$ cat src/core/rx_perf_pkg.sv
// Purpose: shared constants of the receive performance monitor
// Assumes: byte registers, each on one aligned APB word (byte address = 4 * index)
// Notes: indices below are the register numbers; the bus address is four times each
package rx_perf_pkg;
  localparam int ADDR_W = 12;
  localparam int IDX_W = 10;
  localparam logic [IDX_W-1:0] IDX_ABORT_PKT0 = 10'h110;
  localparam logic [IDX_W-1:0] IDX_ABORT_PKT1 = 10'h111;
  localparam logic [IDX_W-1:0] IDX_ABORT_PKT2 = 10'h112;
  localparam logic [IDX_W-1:0] IDX_SIZE_PKT0 = 10'h114;
  localparam logic [IDX_W-1:0] IDX_SIZE_PKT1 = 10'h115;
  localparam logic [IDX_W-1:0] IDX_SIZE_PKT2 = 10'h116;
  localparam logic [IDX_W-1:0] IDX_GOOD_BYTE0 = 10'h118;
  localparam logic [IDX_W-1:0] IDX_GOOD_BYTE1 = 10'h119;
  localparam logic [IDX_W-1:0] IDX_GOOD_BYTE2 = 10'h11A;
  localparam logic [IDX_W-1:0] IDX_GOOD_BYTE3 = 10'h11B;
  localparam logic [IDX_W-1:0] IDX_ABORT_BYTE0 = 10'h11C;
  localparam logic [IDX_W-1:0] IDX_ABORT_BYTE1 = 10'h11D;
  localparam logic [IDX_W-1:0] IDX_ABORT_BYTE2 = 10'h11E;
  localparam logic [IDX_W-1:0] IDX_ABORT_BYTE3 = 10'h11F;
  localparam logic [IDX_W-1:0] IDX_UPDATE_REQ = 10'h120;
  localparam logic [IDX_W-1:0] IDX_UPDATE_DONE = 10'h121;
  localparam logic [IDX_W-1:0] IDX_HDR_STATUS = 10'h122;
  localparam logic [IDX_W-1:0] IDX_HDR_INT_EN = 10'h123;
  localparam logic [IDX_W-1:0] IDX_EXP_SAP_HIGH = 10'h130;
  localparam logic [IDX_W-1:0] IDX_EXP_SAP_LOW = 10'h131;
  localparam logic [IDX_W-1:0] IDX_EXP_CONTROL = 10'h132;
  localparam logic [IDX_W-1:0] IDX_EXP_ADDRESS = 10'h133;
  localparam logic [IDX_W-1:0] IDX_HDR_CLEAR = 10'h134;
  localparam int PKT_CNT_W = 24;
  localparam int BYTE_CNT_W = 32;
  localparam int NUM_HDR_FLAGS = 4;
  localparam int BIT_ADDRESS = 0;
  localparam int BIT_CONTROL = 1;
  localparam int BIT_SAP_LOW = 2;
  localparam int BIT_SAP_HIGH = 3;
  localparam int BIT_UPDATE = 0;
  localparam logic [7:0] RST_BYTE = 8'h00;
  localparam logic [7:0] RST_EXP_SAP_HIGH = 8'h00;
  localparam logic [7:0] RST_EXP_SAP_LOW = 8'h00;
  localparam logic [7:0] RST_EXP_CONTROL = 8'h00;
  localparam logic [7:0] RST_EXP_ADDRESS = 8'h00;
  localparam logic [NUM_HDR_FLAGS-1:0] RST_FLAGS = 4'h0;
  typedef enum logic [1:0] {
    UPD_IDLE = 2'b00,
    UPD_COPY = 2'b01,
    UPD_DONE = 2'b11
  } upd_state_t;
endpackage : rx_perf_pkg

$ cat src/core/rx_packet_perf_monitor.sv
// Purpose: receive packet performance counters with snapshot update and header checks
// Assumes: event inputs synchronous to ref_clk; one packet end per cycle at most
// Notes: APB slave, one wait state per access; byte registers in the low data bits
// Function
// count packets that ended with an abort, 24 bits, three byte registers.
// count packets too short, too long or not whole bytes, 24 bits.
// bytes of aborted, size-bad or FCS-bad packets go to the aborted byte count.
// count bytes of clean packets stored, 32 bits.
// count bytes of aborted packets stored, 32 bits, separately.
// bytes later discarded downstream may be counted too.
// counters appear as ascending byte registers, lowest byte at lowest address.
// request rising edge copies live counts to snapshots and resets the live counts.
// the update touches only these receive counters.
// done flag sets when update finishes, clears when request returns to 0.
// flag bit 3 latches when received SAP high octet differs from expected.
// flag bit 2 latches when received SAP low octet differs from expected.
// flag bit 1 latches when received control field differs from expected.
// flag bit 0 latches when received address field differs from expected.
// flags stay set until status register is read; that read clears them. The code also clears them by a write of ones to the clear register.
// each flag has an enable bit that lets it raise the interrupt.
// a mismatch in the same cycle as the clearing read keeps its flag set.
//
// The implementer's own choice: the APB slave port.
`default_nettype none
`timescale 1ns/1ps
module rx_packet_perf_monitor
  import rx_perf_pkg::*;
#(
  parameter int LEN_W = 16
) (
  input wire logic ref_clk, // system clock, 25 MHz
  input wire logic rst, // asynchronous reset, active high
  input wire logic psel, // apb select
  input wire logic penable, // apb access phase
  input wire logic pwrite, // apb direction, high for write
  input wire logic [ADDR_W-1:0] paddr, // apb byte address
  input wire logic [31:0] pwdata, // apb write data
  output logic [31:0] prdata, // apb read data
  output logic pready, // apb ready
  output logic pslverr, // apb error on unmapped address
  input wire logic pktEnd, // one-cycle pulse at the end of a stored packet
  input wire logic pktAbort, // packet carried an abort indication
  input wire logic pktSizeErr, // packet size violation
  input wire logic pktFcsErr, // packet had an FCS error
  input wire logic [LEN_W-1:0] pktLen, // bytes written to the receive fifo
  input wire logic hdrValid, // one-cycle pulse, header fields valid
  input wire logic [7:0] rxAddress, // received address field
  input wire logic [7:0] rxControl, // received control field
  input wire logic [7:0] rxSapLow, // received SAP low octet
  input wire logic [7:0] rxSapHigh, // received SAP high octet
  output logic irq // level interrupt, high while an enabled flag is set
);

  logic [PKT_CNT_W-1:0] abortPktLive_r;
  logic [PKT_CNT_W-1:0] sizePktLive_r;
  logic [BYTE_CNT_W-1:0] goodByteLive_r;
  logic [BYTE_CNT_W-1:0] abortByteLive_r;
  logic [PKT_CNT_W-1:0] abortPktSnap_r;
  logic [PKT_CNT_W-1:0] sizePktSnap_r;
  logic [BYTE_CNT_W-1:0] goodByteSnap_r;
  logic [BYTE_CNT_W-1:0] abortByteSnap_r;
  logic updateReq_r;
  logic updateDone_r;
  upd_state_t updState_r;
  upd_state_t updState_nxt;
  logic [7:0] expSapHigh_r;
  logic [7:0] expSapLow_r;
  logic [7:0] expControl_r;
  logic [7:0] expAddress_r;
  logic [NUM_HDR_FLAGS-1:0] hdrFlags_r;
  logic [NUM_HDR_FLAGS-1:0] hdrIntEn_r;
  logic [NUM_HDR_FLAGS-1:0] mismatch;
  logic [NUM_HDR_FLAGS-1:0] flagClr;
  logic [IDX_W-1:0] regIdx;
  logic access;
  logic wrAccess;
  logic rdAccess;
  logic [7:0] rdByte;
  logic rdHit;
  logic badPkt;
  logic [BYTE_CNT_W-1:0] lenExt;
  logic doCopy;

  assign regIdx = paddr[ADDR_W-1:2];
  // a request is taken at the edge that sees the wait state over
  assign access = psel & penable & pready;
  assign wrAccess = access & pwrite;
  assign rdAccess = access & ~pwrite;

  // apb answer: one wait state, data and error captured on the edge that raises ready
  always_ff @(posedge ref_clk or posedge rst)
  begin
    if (rst)
    begin
      pready <= 1'b0;
      prdata <= 32'h0000_0000;
      pslverr <= 1'b0;
    end
    else
    begin
      pready <= psel & penable & ~pready;
      if (psel & penable & ~pready)
      begin
        prdata <= pwrite ? 32'h0000_0000 : {24'h00_0000, rdByte};
        pslverr <= ~rdHit;
      end
      else
      begin
        pslverr <= 1'b0;
      end
    end
  end

  // read decode; write-only clear register reads as zero
  always_comb
  begin
    rdByte = 8'h00;
    rdHit = 1'b1;
    case (regIdx)
      IDX_ABORT_PKT0: rdByte = abortPktSnap_r[7:0];
      IDX_ABORT_PKT1: rdByte = abortPktSnap_r[15:8];
      IDX_ABORT_PKT2: rdByte = abortPktSnap_r[23:16];
      IDX_SIZE_PKT0: rdByte = sizePktSnap_r[7:0];
      IDX_SIZE_PKT1: rdByte = sizePktSnap_r[15:8];
      IDX_SIZE_PKT2: rdByte = sizePktSnap_r[23:16];
      IDX_GOOD_BYTE0: rdByte = goodByteSnap_r[7:0];
      IDX_GOOD_BYTE1: rdByte = goodByteSnap_r[15:8];
      IDX_GOOD_BYTE2: rdByte = goodByteSnap_r[23:16];
      IDX_GOOD_BYTE3: rdByte = goodByteSnap_r[31:24];
      IDX_ABORT_BYTE0: rdByte = abortByteSnap_r[7:0];
      IDX_ABORT_BYTE1: rdByte = abortByteSnap_r[15:8];
      IDX_ABORT_BYTE2: rdByte = abortByteSnap_r[23:16];
      IDX_ABORT_BYTE3: rdByte = abortByteSnap_r[31:24];
      IDX_UPDATE_REQ: rdByte = {7'h00, updateReq_r};
      IDX_UPDATE_DONE: rdByte = {7'h00, updateDone_r};
      IDX_HDR_STATUS: rdByte = {4'h0, hdrFlags_r};
      IDX_HDR_INT_EN: rdByte = {4'h0, hdrIntEn_r};
      IDX_EXP_SAP_HIGH: rdByte = expSapHigh_r;
      IDX_EXP_SAP_LOW: rdByte = expSapLow_r;
      IDX_EXP_CONTROL: rdByte = expControl_r;
      IDX_EXP_ADDRESS: rdByte = expAddress_r;
      IDX_HDR_CLEAR: rdByte = 8'h00;
      default: rdHit = 1'b0;
    endcase
  end

  // software-written configuration
  always_ff @(posedge ref_clk or posedge rst)
  begin
    if (rst)
    begin
      updateReq_r <= 1'b0;
      hdrIntEn_r <= RST_FLAGS;
      expSapHigh_r <= RST_EXP_SAP_HIGH;
      expSapLow_r <= RST_EXP_SAP_LOW;
      expControl_r <= RST_EXP_CONTROL;
      expAddress_r <= RST_EXP_ADDRESS;
    end
    else if (wrAccess)
    begin
      case (regIdx)
        IDX_UPDATE_REQ: updateReq_r <= pwdata[BIT_UPDATE];
        IDX_HDR_INT_EN: hdrIntEn_r <= pwdata[NUM_HDR_FLAGS-1:0];
        IDX_EXP_SAP_HIGH: expSapHigh_r <= pwdata[7:0];
        IDX_EXP_SAP_LOW: expSapLow_r <= pwdata[7:0];
        IDX_EXP_CONTROL: expControl_r <= pwdata[7:0];
        IDX_EXP_ADDRESS: expAddress_r <= pwdata[7:0];
        default: ;
      endcase
    end
  end

  // update sequencer: copy once per rising request, then hold done
  always_comb
  begin
    updState_nxt = updState_r;
    case (updState_r)
      UPD_IDLE: if (updateReq_r) updState_nxt = UPD_COPY;
      UPD_COPY: updState_nxt = UPD_DONE;
      UPD_DONE: if (!updateReq_r) updState_nxt = UPD_IDLE;
      default: updState_nxt = UPD_IDLE;
    endcase
  end

  // a request dropped before the copy still completes the copy,
  // then passes through UPD_DONE to idle one cycle later, so done is never left stale
  always_ff @(posedge ref_clk or posedge rst)
  begin
    if (rst)
      updState_r <= UPD_IDLE;
    else
      updState_r <= updState_nxt;
  end

  assign doCopy = (updState_r == UPD_COPY);

  always_ff @(posedge ref_clk or posedge rst)
  begin
    if (rst)
      updateDone_r <= 1'b0;
    else if (!updateReq_r)
      updateDone_r <= 1'b0;
    else if (doCopy)
      updateDone_r <= 1'b1;
  end

  assign badPkt = pktAbort | pktSizeErr | pktFcsErr;
  assign lenExt = {{(BYTE_CNT_W-LEN_W){1'b0}}, pktLen};

  // live counters; a packet ending in the copy cycle lands in the new interval
  // so no event is lost across an update. discarded bytes are counted. R6
  always_ff @(posedge ref_clk or posedge rst)
  begin
    if (rst)
    begin
      abortPktLive_r <= '0;
      sizePktLive_r <= '0;
      goodByteLive_r <= '0;
      abortByteLive_r <= '0;
    end
    else if (doCopy)
    begin
      abortPktLive_r <= PKT_CNT_W'(pktEnd & pktAbort);
      sizePktLive_r <= PKT_CNT_W'(pktEnd & pktSizeErr);
      goodByteLive_r <= (pktEnd & ~badPkt) ? lenExt : '0;
      abortByteLive_r <= (pktEnd & badPkt) ? lenExt : '0;
    end
    else if (pktEnd)
    begin
      if (pktAbort)
        abortPktLive_r <= abortPktLive_r + PKT_CNT_W'(1);
      if (pktSizeErr)
        sizePktLive_r <= sizePktLive_r + PKT_CNT_W'(1);
      if (badPkt)
        abortByteLive_r <= abortByteLive_r + lenExt;
      else
        goodByteLive_r <= goodByteLive_r + lenExt;
    end
  end

  // snapshots seen by software; only these receive counters are touched. R9
  always_ff @(posedge ref_clk or posedge rst)
  begin
    if (rst)
    begin
      abortPktSnap_r <= '0;
      sizePktSnap_r <= '0;
      goodByteSnap_r <= '0;
      abortByteSnap_r <= '0;
    end
    else if (doCopy)
    begin
      abortPktSnap_r <= abortPktLive_r;
      sizePktSnap_r <= sizePktLive_r;
      goodByteSnap_r <= goodByteLive_r;
      abortByteSnap_r <= abortByteLive_r;
    end
  end

  // header comparison against the expected values
  always_comb
  begin
    mismatch = '0;
    if (hdrValid)
    begin
      mismatch[BIT_SAP_HIGH] = (rxSapHigh != expSapHigh_r);
      mismatch[BIT_SAP_LOW] = (rxSapLow != expSapLow_r);
      mismatch[BIT_CONTROL] = (rxControl != expControl_r);
      mismatch[BIT_ADDRESS] = (rxAddress != expAddress_r);
    end
  end

  // cleared by reading the status word or by the write-one clear register
  always_comb
  begin
    flagClr = '0;
    // clear only what the read returned: a flag set in the wait state was not reported yet
    if (rdAccess && regIdx == IDX_HDR_STATUS)
      flagClr = prdata[NUM_HDR_FLAGS-1:0];
    else if (wrAccess && regIdx == IDX_HDR_CLEAR)
      flagClr = pwdata[NUM_HDR_FLAGS-1:0];
  end

  genvar gi;
  generate
    for (gi = 0; gi < NUM_HDR_FLAGS; gi++)
    begin : g_flag
      always_ff @(posedge ref_clk or posedge rst)
      begin
        if (rst)
          hdrFlags_r[gi] <= 1'b0;
        else if (mismatch[gi])
          hdrFlags_r[gi] <= 1'b1;
        else if (flagClr[gi])
          hdrFlags_r[gi] <= 1'b0;
      end
    end
  endgenerate

  always_ff @(posedge ref_clk or posedge rst)
  begin
    if (rst)
      irq <= 1'b0;
    else
      irq <= |(hdrFlags_r & hdrIntEn_r);
  end

endmodule : rx_packet_perf_monitor
`default_nettype wire

$ cat config.mk
export PLATFORM = sky130hd
export DESIGN_NAME = rx_packet_perf_monitor
export DESIGN_NICKNAME = d
export VERILOG_FILES = /design/src/core/rx_perf_pkg.sv /design/src/core/rx_packet_perf_monitor.sv
export SDC_FILE = /design/constraint.sdc
export NUM_CORES = 1
export LEC_CHECK = 0
export BUFFER_PORTS_ARGS = -buffer_cell sky130_fd_sc_hd__buf_2
export CAP_MARGIN = 10
export CELL_PAD_IN_SITES_DETAIL_PLACEMENT = 2
export CELL_PAD_IN_SITES_GLOBAL_PLACEMENT = 2
export CORE_ASPECT_RATIO = 1.75
export CORE_MARGIN = 4
export CORE_UTILIZATION = 34
export DETAILED_ROUTE_END_ITERATION = 10
export GPL_TIMING_DRIVEN = 0
export PLACE_DENSITY_LB_ADDON = 0.1
export SYNTH_ARGS = -nofsm -noshare
export SYNTH_HDL_FRONTEND = slang
export SYNTH_SLANG_ARGS = --single-unit
$ cat constraint.sdc
create_clock -name ref_clk -period 7.5 [get_ports ref_clk]
set_clock_uncertainty 0.05 [all_clocks]
set_input_delay 0.375 -clock ref_clk [delete_from_list [all_inputs] [get_ports ref_clk]]
set_output_delay 0.375 -clock ref_clk [all_outputs]
set_load 0.02 [all_outputs]
; Word level (Yosys, flattened, before mapping)
; Cells that the tools add are included.
[word_totals]
inputBits = 102
ff_bits = 303
output_inout_bits = 35
word_cells = 135
[classes]
add_sub_neg = 4
muxes = 34
n_reduce_logical = 24
bitwise = 16
n_eq_ne = 33
[ops]
columns = cell, count
row1 = $eq 10x9->1 const B, 23
row2 = $mux 32, 6
row3 = $pmux 8 s22, 1
row4 = $mux 24, 6
row5 = $add 32x16->32, 2
row6 = $add 24x1->24 const B, 2
row7 = $mux 16, 2
row8 = $ne 8x8->1, 4
row9 = $reduce_or 23->1, 1
row10 = $reduce_and 2->1, 11
row11 = $reduce_bool 2->1, 8
row12 = $mux 1, 12
row13 = $mux 4, 3
row14 = $and 1x1->1, 9
row15 = $mux 8, 1
row16 = $pmux 2 s3, 1
row17 = $and 4x4->4, 1
row18 = $mux 2, 2
row19 = $ne 2x1->1 const B, 2
row20 = $ne 2x2->1 const B, 2
row21 = $not 1->1, 4
row22 = $reduce_or 4->1, 1
row23 = $eq 2x1->1 const B, 1
row24 = $eq 2x2->1 const B, 1
row25 = other kinds (3), 5

; Depth between registers and ports, before layout
[logic_depth]
depth_word = 8
depth_mapped = 10
mapped_depth_nobuf = 9

; Worst setup path after synthesis
; OpenSTA, ideal clock, no wires.
[synth_timing]
path_type = input-to-reg
start = input port pktLen[0]
end = register abortByteLive_r[14]
n_path_buf = 0
setup_slack_ns = 4.925
arrival_time_ns = 2.438
setup_time_ns = 0.087
t_required_ns = 7.363
cell_stages = 9
path_cell_list = ha_1 -> fa_1 -> a211oi_1 -> o211ai_1 -> a41o_1 -> a31o_2 -> a2111oi_0 -> a31oi_1 -> o211ai_1
[synth_via]
elab_chain_cells = 4
[synth_lines]
columns = element, line
row1 = "start, declared", rx_packet_perf_monitor.sv:45  ; input wire logic [LEN_W-1:0] pktLen,
row2 = $add 32x16->32, rx_packet_perf_monitor.sv:235  ; abortByteLive_r <= abortByteLive_r + lenExt;
row3 = $mux 32, rx_packet_perf_monitor.sv:234  ; if (badPkt)
row4 = $mux 32, rx_packet_perf_monitor.sv:228  ; else if (pktEnd)
row5 = $mux 32, rx_packet_perf_monitor.sv:221  ; else if (doCopy)
row6 = "end signal, assigned", rx_packet_perf_monitor.sv:226  ; abortByteLive_r <= (pktEnd & badPkt) ? lenExt : '0;
row7 = "end signal, assigned", rx_packet_perf_monitor.sv:235
row8 = "end, declared", rx_packet_perf_monitor.sv:57  ; logic [BYTE_CNT_W-1:0] abortByteLive_r;
; Every way passes these cells. The select of a mux whose other input is x is not followed.
; A chain may end at the register's enable or synchronous reset.

; Worst setup path in the final report
[layout_timing]
start = register abortByteLive_r[0]
end = register abortByteLive_r[20]
[layout_via]
elab_chain_cells = 4
[layout_lines]
columns = element, line
row1 = $add 32x16->32, rx_packet_perf_monitor.sv:235
row2 = $mux 32, rx_packet_perf_monitor.sv:234
row3 = $mux 32, rx_packet_perf_monitor.sv:228
row4 = $mux 32, rx_packet_perf_monitor.sv:221
; Every way passes these cells. The select of a mux whose other input is x is not followed.

==> results.py <==
metrics = {
    "floorplan": {
        "die_h_um": 289,
        "row_count": 102,
        "die_area_mm2": 0.0486,
        "start_util_pct": 34.5,
        "pin_count": 137,
        "die_w_um": 168,
        "core_mm2": 0.0444,
    },
    "setup_path": {
        "crit_required_ns": 7.89,
        "path_buf_inv": 1,
        "crit_chain": "ha_1, fa_1, a211oi_1, o211ai_1, a41o_1, a22oi_1, clkbuf_1, nor3_1, xnor2_1, nor2_1",
        "worst_setup_path_end_kind": "flip-flop",
        "timing.setup.critical_path_class": "reg2reg",
        "crit_path_max_fanout": 10,
        "cp-start-kind": "flip-flop",
        "cp_data_arrival_time_ns": 3.78,
        "critPathLaunch": "abortByteLive_r[0]$_DFFE_PP0P_",
        "critPathMaxStageDelay_ns": 0.44,
        "slowest_stage": "fa_1",
        "r2r_slack_ns": 4.11,
        "cp_top_family": "compound AO/OA/AOI/OAI gates",
        "r2r-start": "abortByteLive_r[0]$_DFFE_PP0P_",
    },
    "place": {
        "numPortBuffers": 84,
        "placed_area_mm2": 0.0167,
        "gp_congestion": 0.920,
        "dpl_worst_slack_ns": 3.97,
        "place_hpwl_um": 48000,
    },
    "synthesis": {
        "synth-main-ff-cell": "dfrtp_1",
        "avgSynthCellArea_um2": 8.87,
        "yosysUniqueCellTypes": 77,
        "syn_inst": 1726,
        "ys_top_cells_by_area": "dfrtp_1 (46%), nand2_1 (11%), xnor2_1 (4.2%)",
        "yosys_warnings": 0,
        "synth-async-reset-ratio_pct": 100,
        "synthesis.area_mm2": 0.0153,
        "ys_ff_latch": 279,
        "synth_top_area_share_pct": 45.6,
        "yosysTopAreaCell": "dfrtp_1",
        "synth_enable_flop_cells": 0,
        "ys_seq_area_share_pct": 45.6,
    },
    "clock_tree": {
        "clock_path_buffers": 3,
        "clkTransAtPathRegs_ns": 0.06,
        "cts_tree": "done",
        "cts-buffers-inserted": 30,
        "clock_latency_ns": 0.58,
        "htree_levels": 1,
        "post_cts_resized": 0,
        "cts_root_buffer": "clkbuf_16",
        "clock-sinks": 279,
    },
    "timing": {
        "setup_violations": 0,
        "rsz0062_at_grt": "false",
        "finalSetupTns_ns": 0,
        "fin_crit_sh_pct": 45.2,
        "drv_slew": 0,
        "tightest_slew_ns": 1.15,
        "timing.slew.headroom_pct": 23.1,
        "fin_hold_ws_ns": 0.0272,
        "fmax_mhz": 295,
        "layout_setup_ws_ns": 4.11,
        "fin_crit_ns": 3.39,
        "hold_viol": 0,
    },
    "routing": {
        "avgRoutedWirePerCell_um": 24.7,
        "drc_errors": 0,
        "drt_iter0_drc": 631,
        "final_antenna_net_count": 0,
        "first_pass_iters": 5,
        "viasPerCell": 5.49,
        "finalWirelength_um": 60900,
        "vias": 13500,
    },
    "global_routing": {
        "grt_overflow_total": 0,
        "grt_pass1_vias": 15300,
        "grt_use_met3_pct": 2.22,
        "use_met1_pct": 26.1,
        "grt.total_usage_pct": 24.8,
        "grt_max_degree": 41,
        "antenna_found_initial": 0,
        "gr-max-usage-layer": "met2",
        "grt_pass1_wl_um": 93200,
        "grt_util_met2_pct": 49.7,
    },
    "worst_hold_path": {
        "hold_class": "in2reg",
        "worstHoldStart": "pktLen[7]",
    },
    "cells_and_area": {
        "diodes": 0,
        "fin_nets": 2013,
        "fin_area_mm2": 0.0176,
        "fill_cells": 4950,
        "final_common_cell": "nand2_1",
        "drive_above_1_share_pct": 13.1,
        "final_cell_mix": "nand2_1 (441), dfrtp_1 (279), nor2_1 (124), buf_2 (98), o21ai_0 (95)",
        "synthToLayoutAreaGrowth_pct": 15.1,
    },
    "power_and_ir_drop": {
        "ir_drop_mv": 0.189,
        "p_per_area_mw_per_mm2": 268,
        "finalPower_mw": 4.73,
        "p_leak_nw": 8.08,
    },
    "job": {
        "cap_violations": 0,
    },
    "outcome": {
        "outcome": "finished clean",
    },
}
[sequential cells by signal, indices dropped and copies added (netlist names), 8 cells and up]
| register | cells |
|---|---|
| expControl_r | 8 |
| goodByteLive_r | 32 |
| abortByteLive_r | 32 |
| abortPktLive_r | 24 |
| prdata | 8 |
| sizePktSnap_r | 24 |
| abortByteSnap_r | 32 |
| sizePktLive_r | 24 |
| goodByteSnap_r | 32 |
| abortPktSnap_r | 24 |
| expSapLow_r | 8 |
| expAddress_r | 8 |
| expSapHigh_r | 8 |
[stage by stage]
stage	std cells	utilization, %
finish	2466	39.7
global route	2466	39.7
CTS	2465	39.7
detailed placement	2413	37.6
global placement	2405	37.2
floorplan	1749	-
[kinds of logic after synthesis]
logic type,share of synthesized area (%)
simple gates,22.9
compound gates,13.2
flops,45.6
buf+inv,3.89
xor+xnor,6.29
mux,5.08
fa+ha+maj,3.04
other cells,0.0245
[per-layer routing]
| metal | up-vias | part of all wire, % |
|---|---|---|
| met4 | 0 | 4.6 |
| met1 | 6991 | 36 |
| met3 | 94 | 2.5 |
| li1 | 6212 | - |
| met5 | - | 0 |
| met2 | 239 | 56 |
[worst register-to-register path: stages (launching register included)]
cell and delay (ns):
dfrtp_1 0.40, ha_1 0.23, fa_1 0.44, a211oi_1 0.39, o211ai_1 0.19, a41o_1 0.34, a22oi_1 0.42, clkbuf_1 0.42
nor3_1 0.15, xnor2_1 0.17, nor2_1 0.06
[Yosys cell counts (5+ instances only)]
cell type,instances
o22ai_1,7
o21ai_0,95
nand4_1,29
and3_1,24
or3_1,21
buf_4,28
a21oi_1,87
nand3b_1,6
nor4_1,5
a22o_1,10
nor2_2,7
nor2b_1,11
xor2_1,36
nand2b_1,11
mux2i_1,26
nor2_1,124
ha_1,34
mux2_2,38
clkbuf_1,59
o21a_1,5
dfrtp_1,279
nand3_1,59
a2111oi_0,5
buf_2,14
a22oi_1,29
a21o_1,14
xnor2_1,74
inv_1,20
a211oi_1,8
o211ai_1,5
nor3_1,25
nand2_1,441
a31oi_1,9
[cell type report]
| cell class | count | area, µm² | share of cell area (%) |
|---|---|---|---|
| plain buffers | 104 | 520 | 2.95 |
| clock buffers | 43 | 860 | 4.87 |
| clock inverters | 8 | 57.6 | 0.326 |
| inverters | 20 | 78.8 | 0.447 |
| multi-input cells | 1346 | 7820 | 44.4 |
| flip-flops and latches | 279 | 6980 | 39.6 |
| well taps | 572 | 716 | 4.06 |
| repair buffers | 94 | 596 | 3.38 |
[final timing paths]
check / to / depth (start not counted)
worst max-delay path: abortByteLive_r[20]$_DFFE_PP0P_ / 10
worst min-delay path: goodByteLive_r[7]$_DFFE_PP0P_ / 3
worst max register to register: abortByteLive_r[20]$_DFFE_PP0P_ / 10
worst min register to register: abortByteSnap_r[13]$_DFFE_PP0P_ / 2
max in group asynchronous: abortByteLive_r[6]$_DFFE_PP0P_ / 8
min in group asynchronous: abortPktLive_r[3]$_DFFE_PP0P_ / 3
[report_power, final]
part	total (mW)	switching (mW)	internal [mW]
clock network	1.43	0.643	0.791
logic	1.32	0.800	0.524
registers	1.97	0.249	1.72
total	4.73	1.69	3.04
[what timing repair did]
item | CTS | global route
buffers inserted | 0 | 0
endpoints found under the hold margin | 13 | 0
hold buffers | 1 | 0
(Power assumes the default switching activity.)
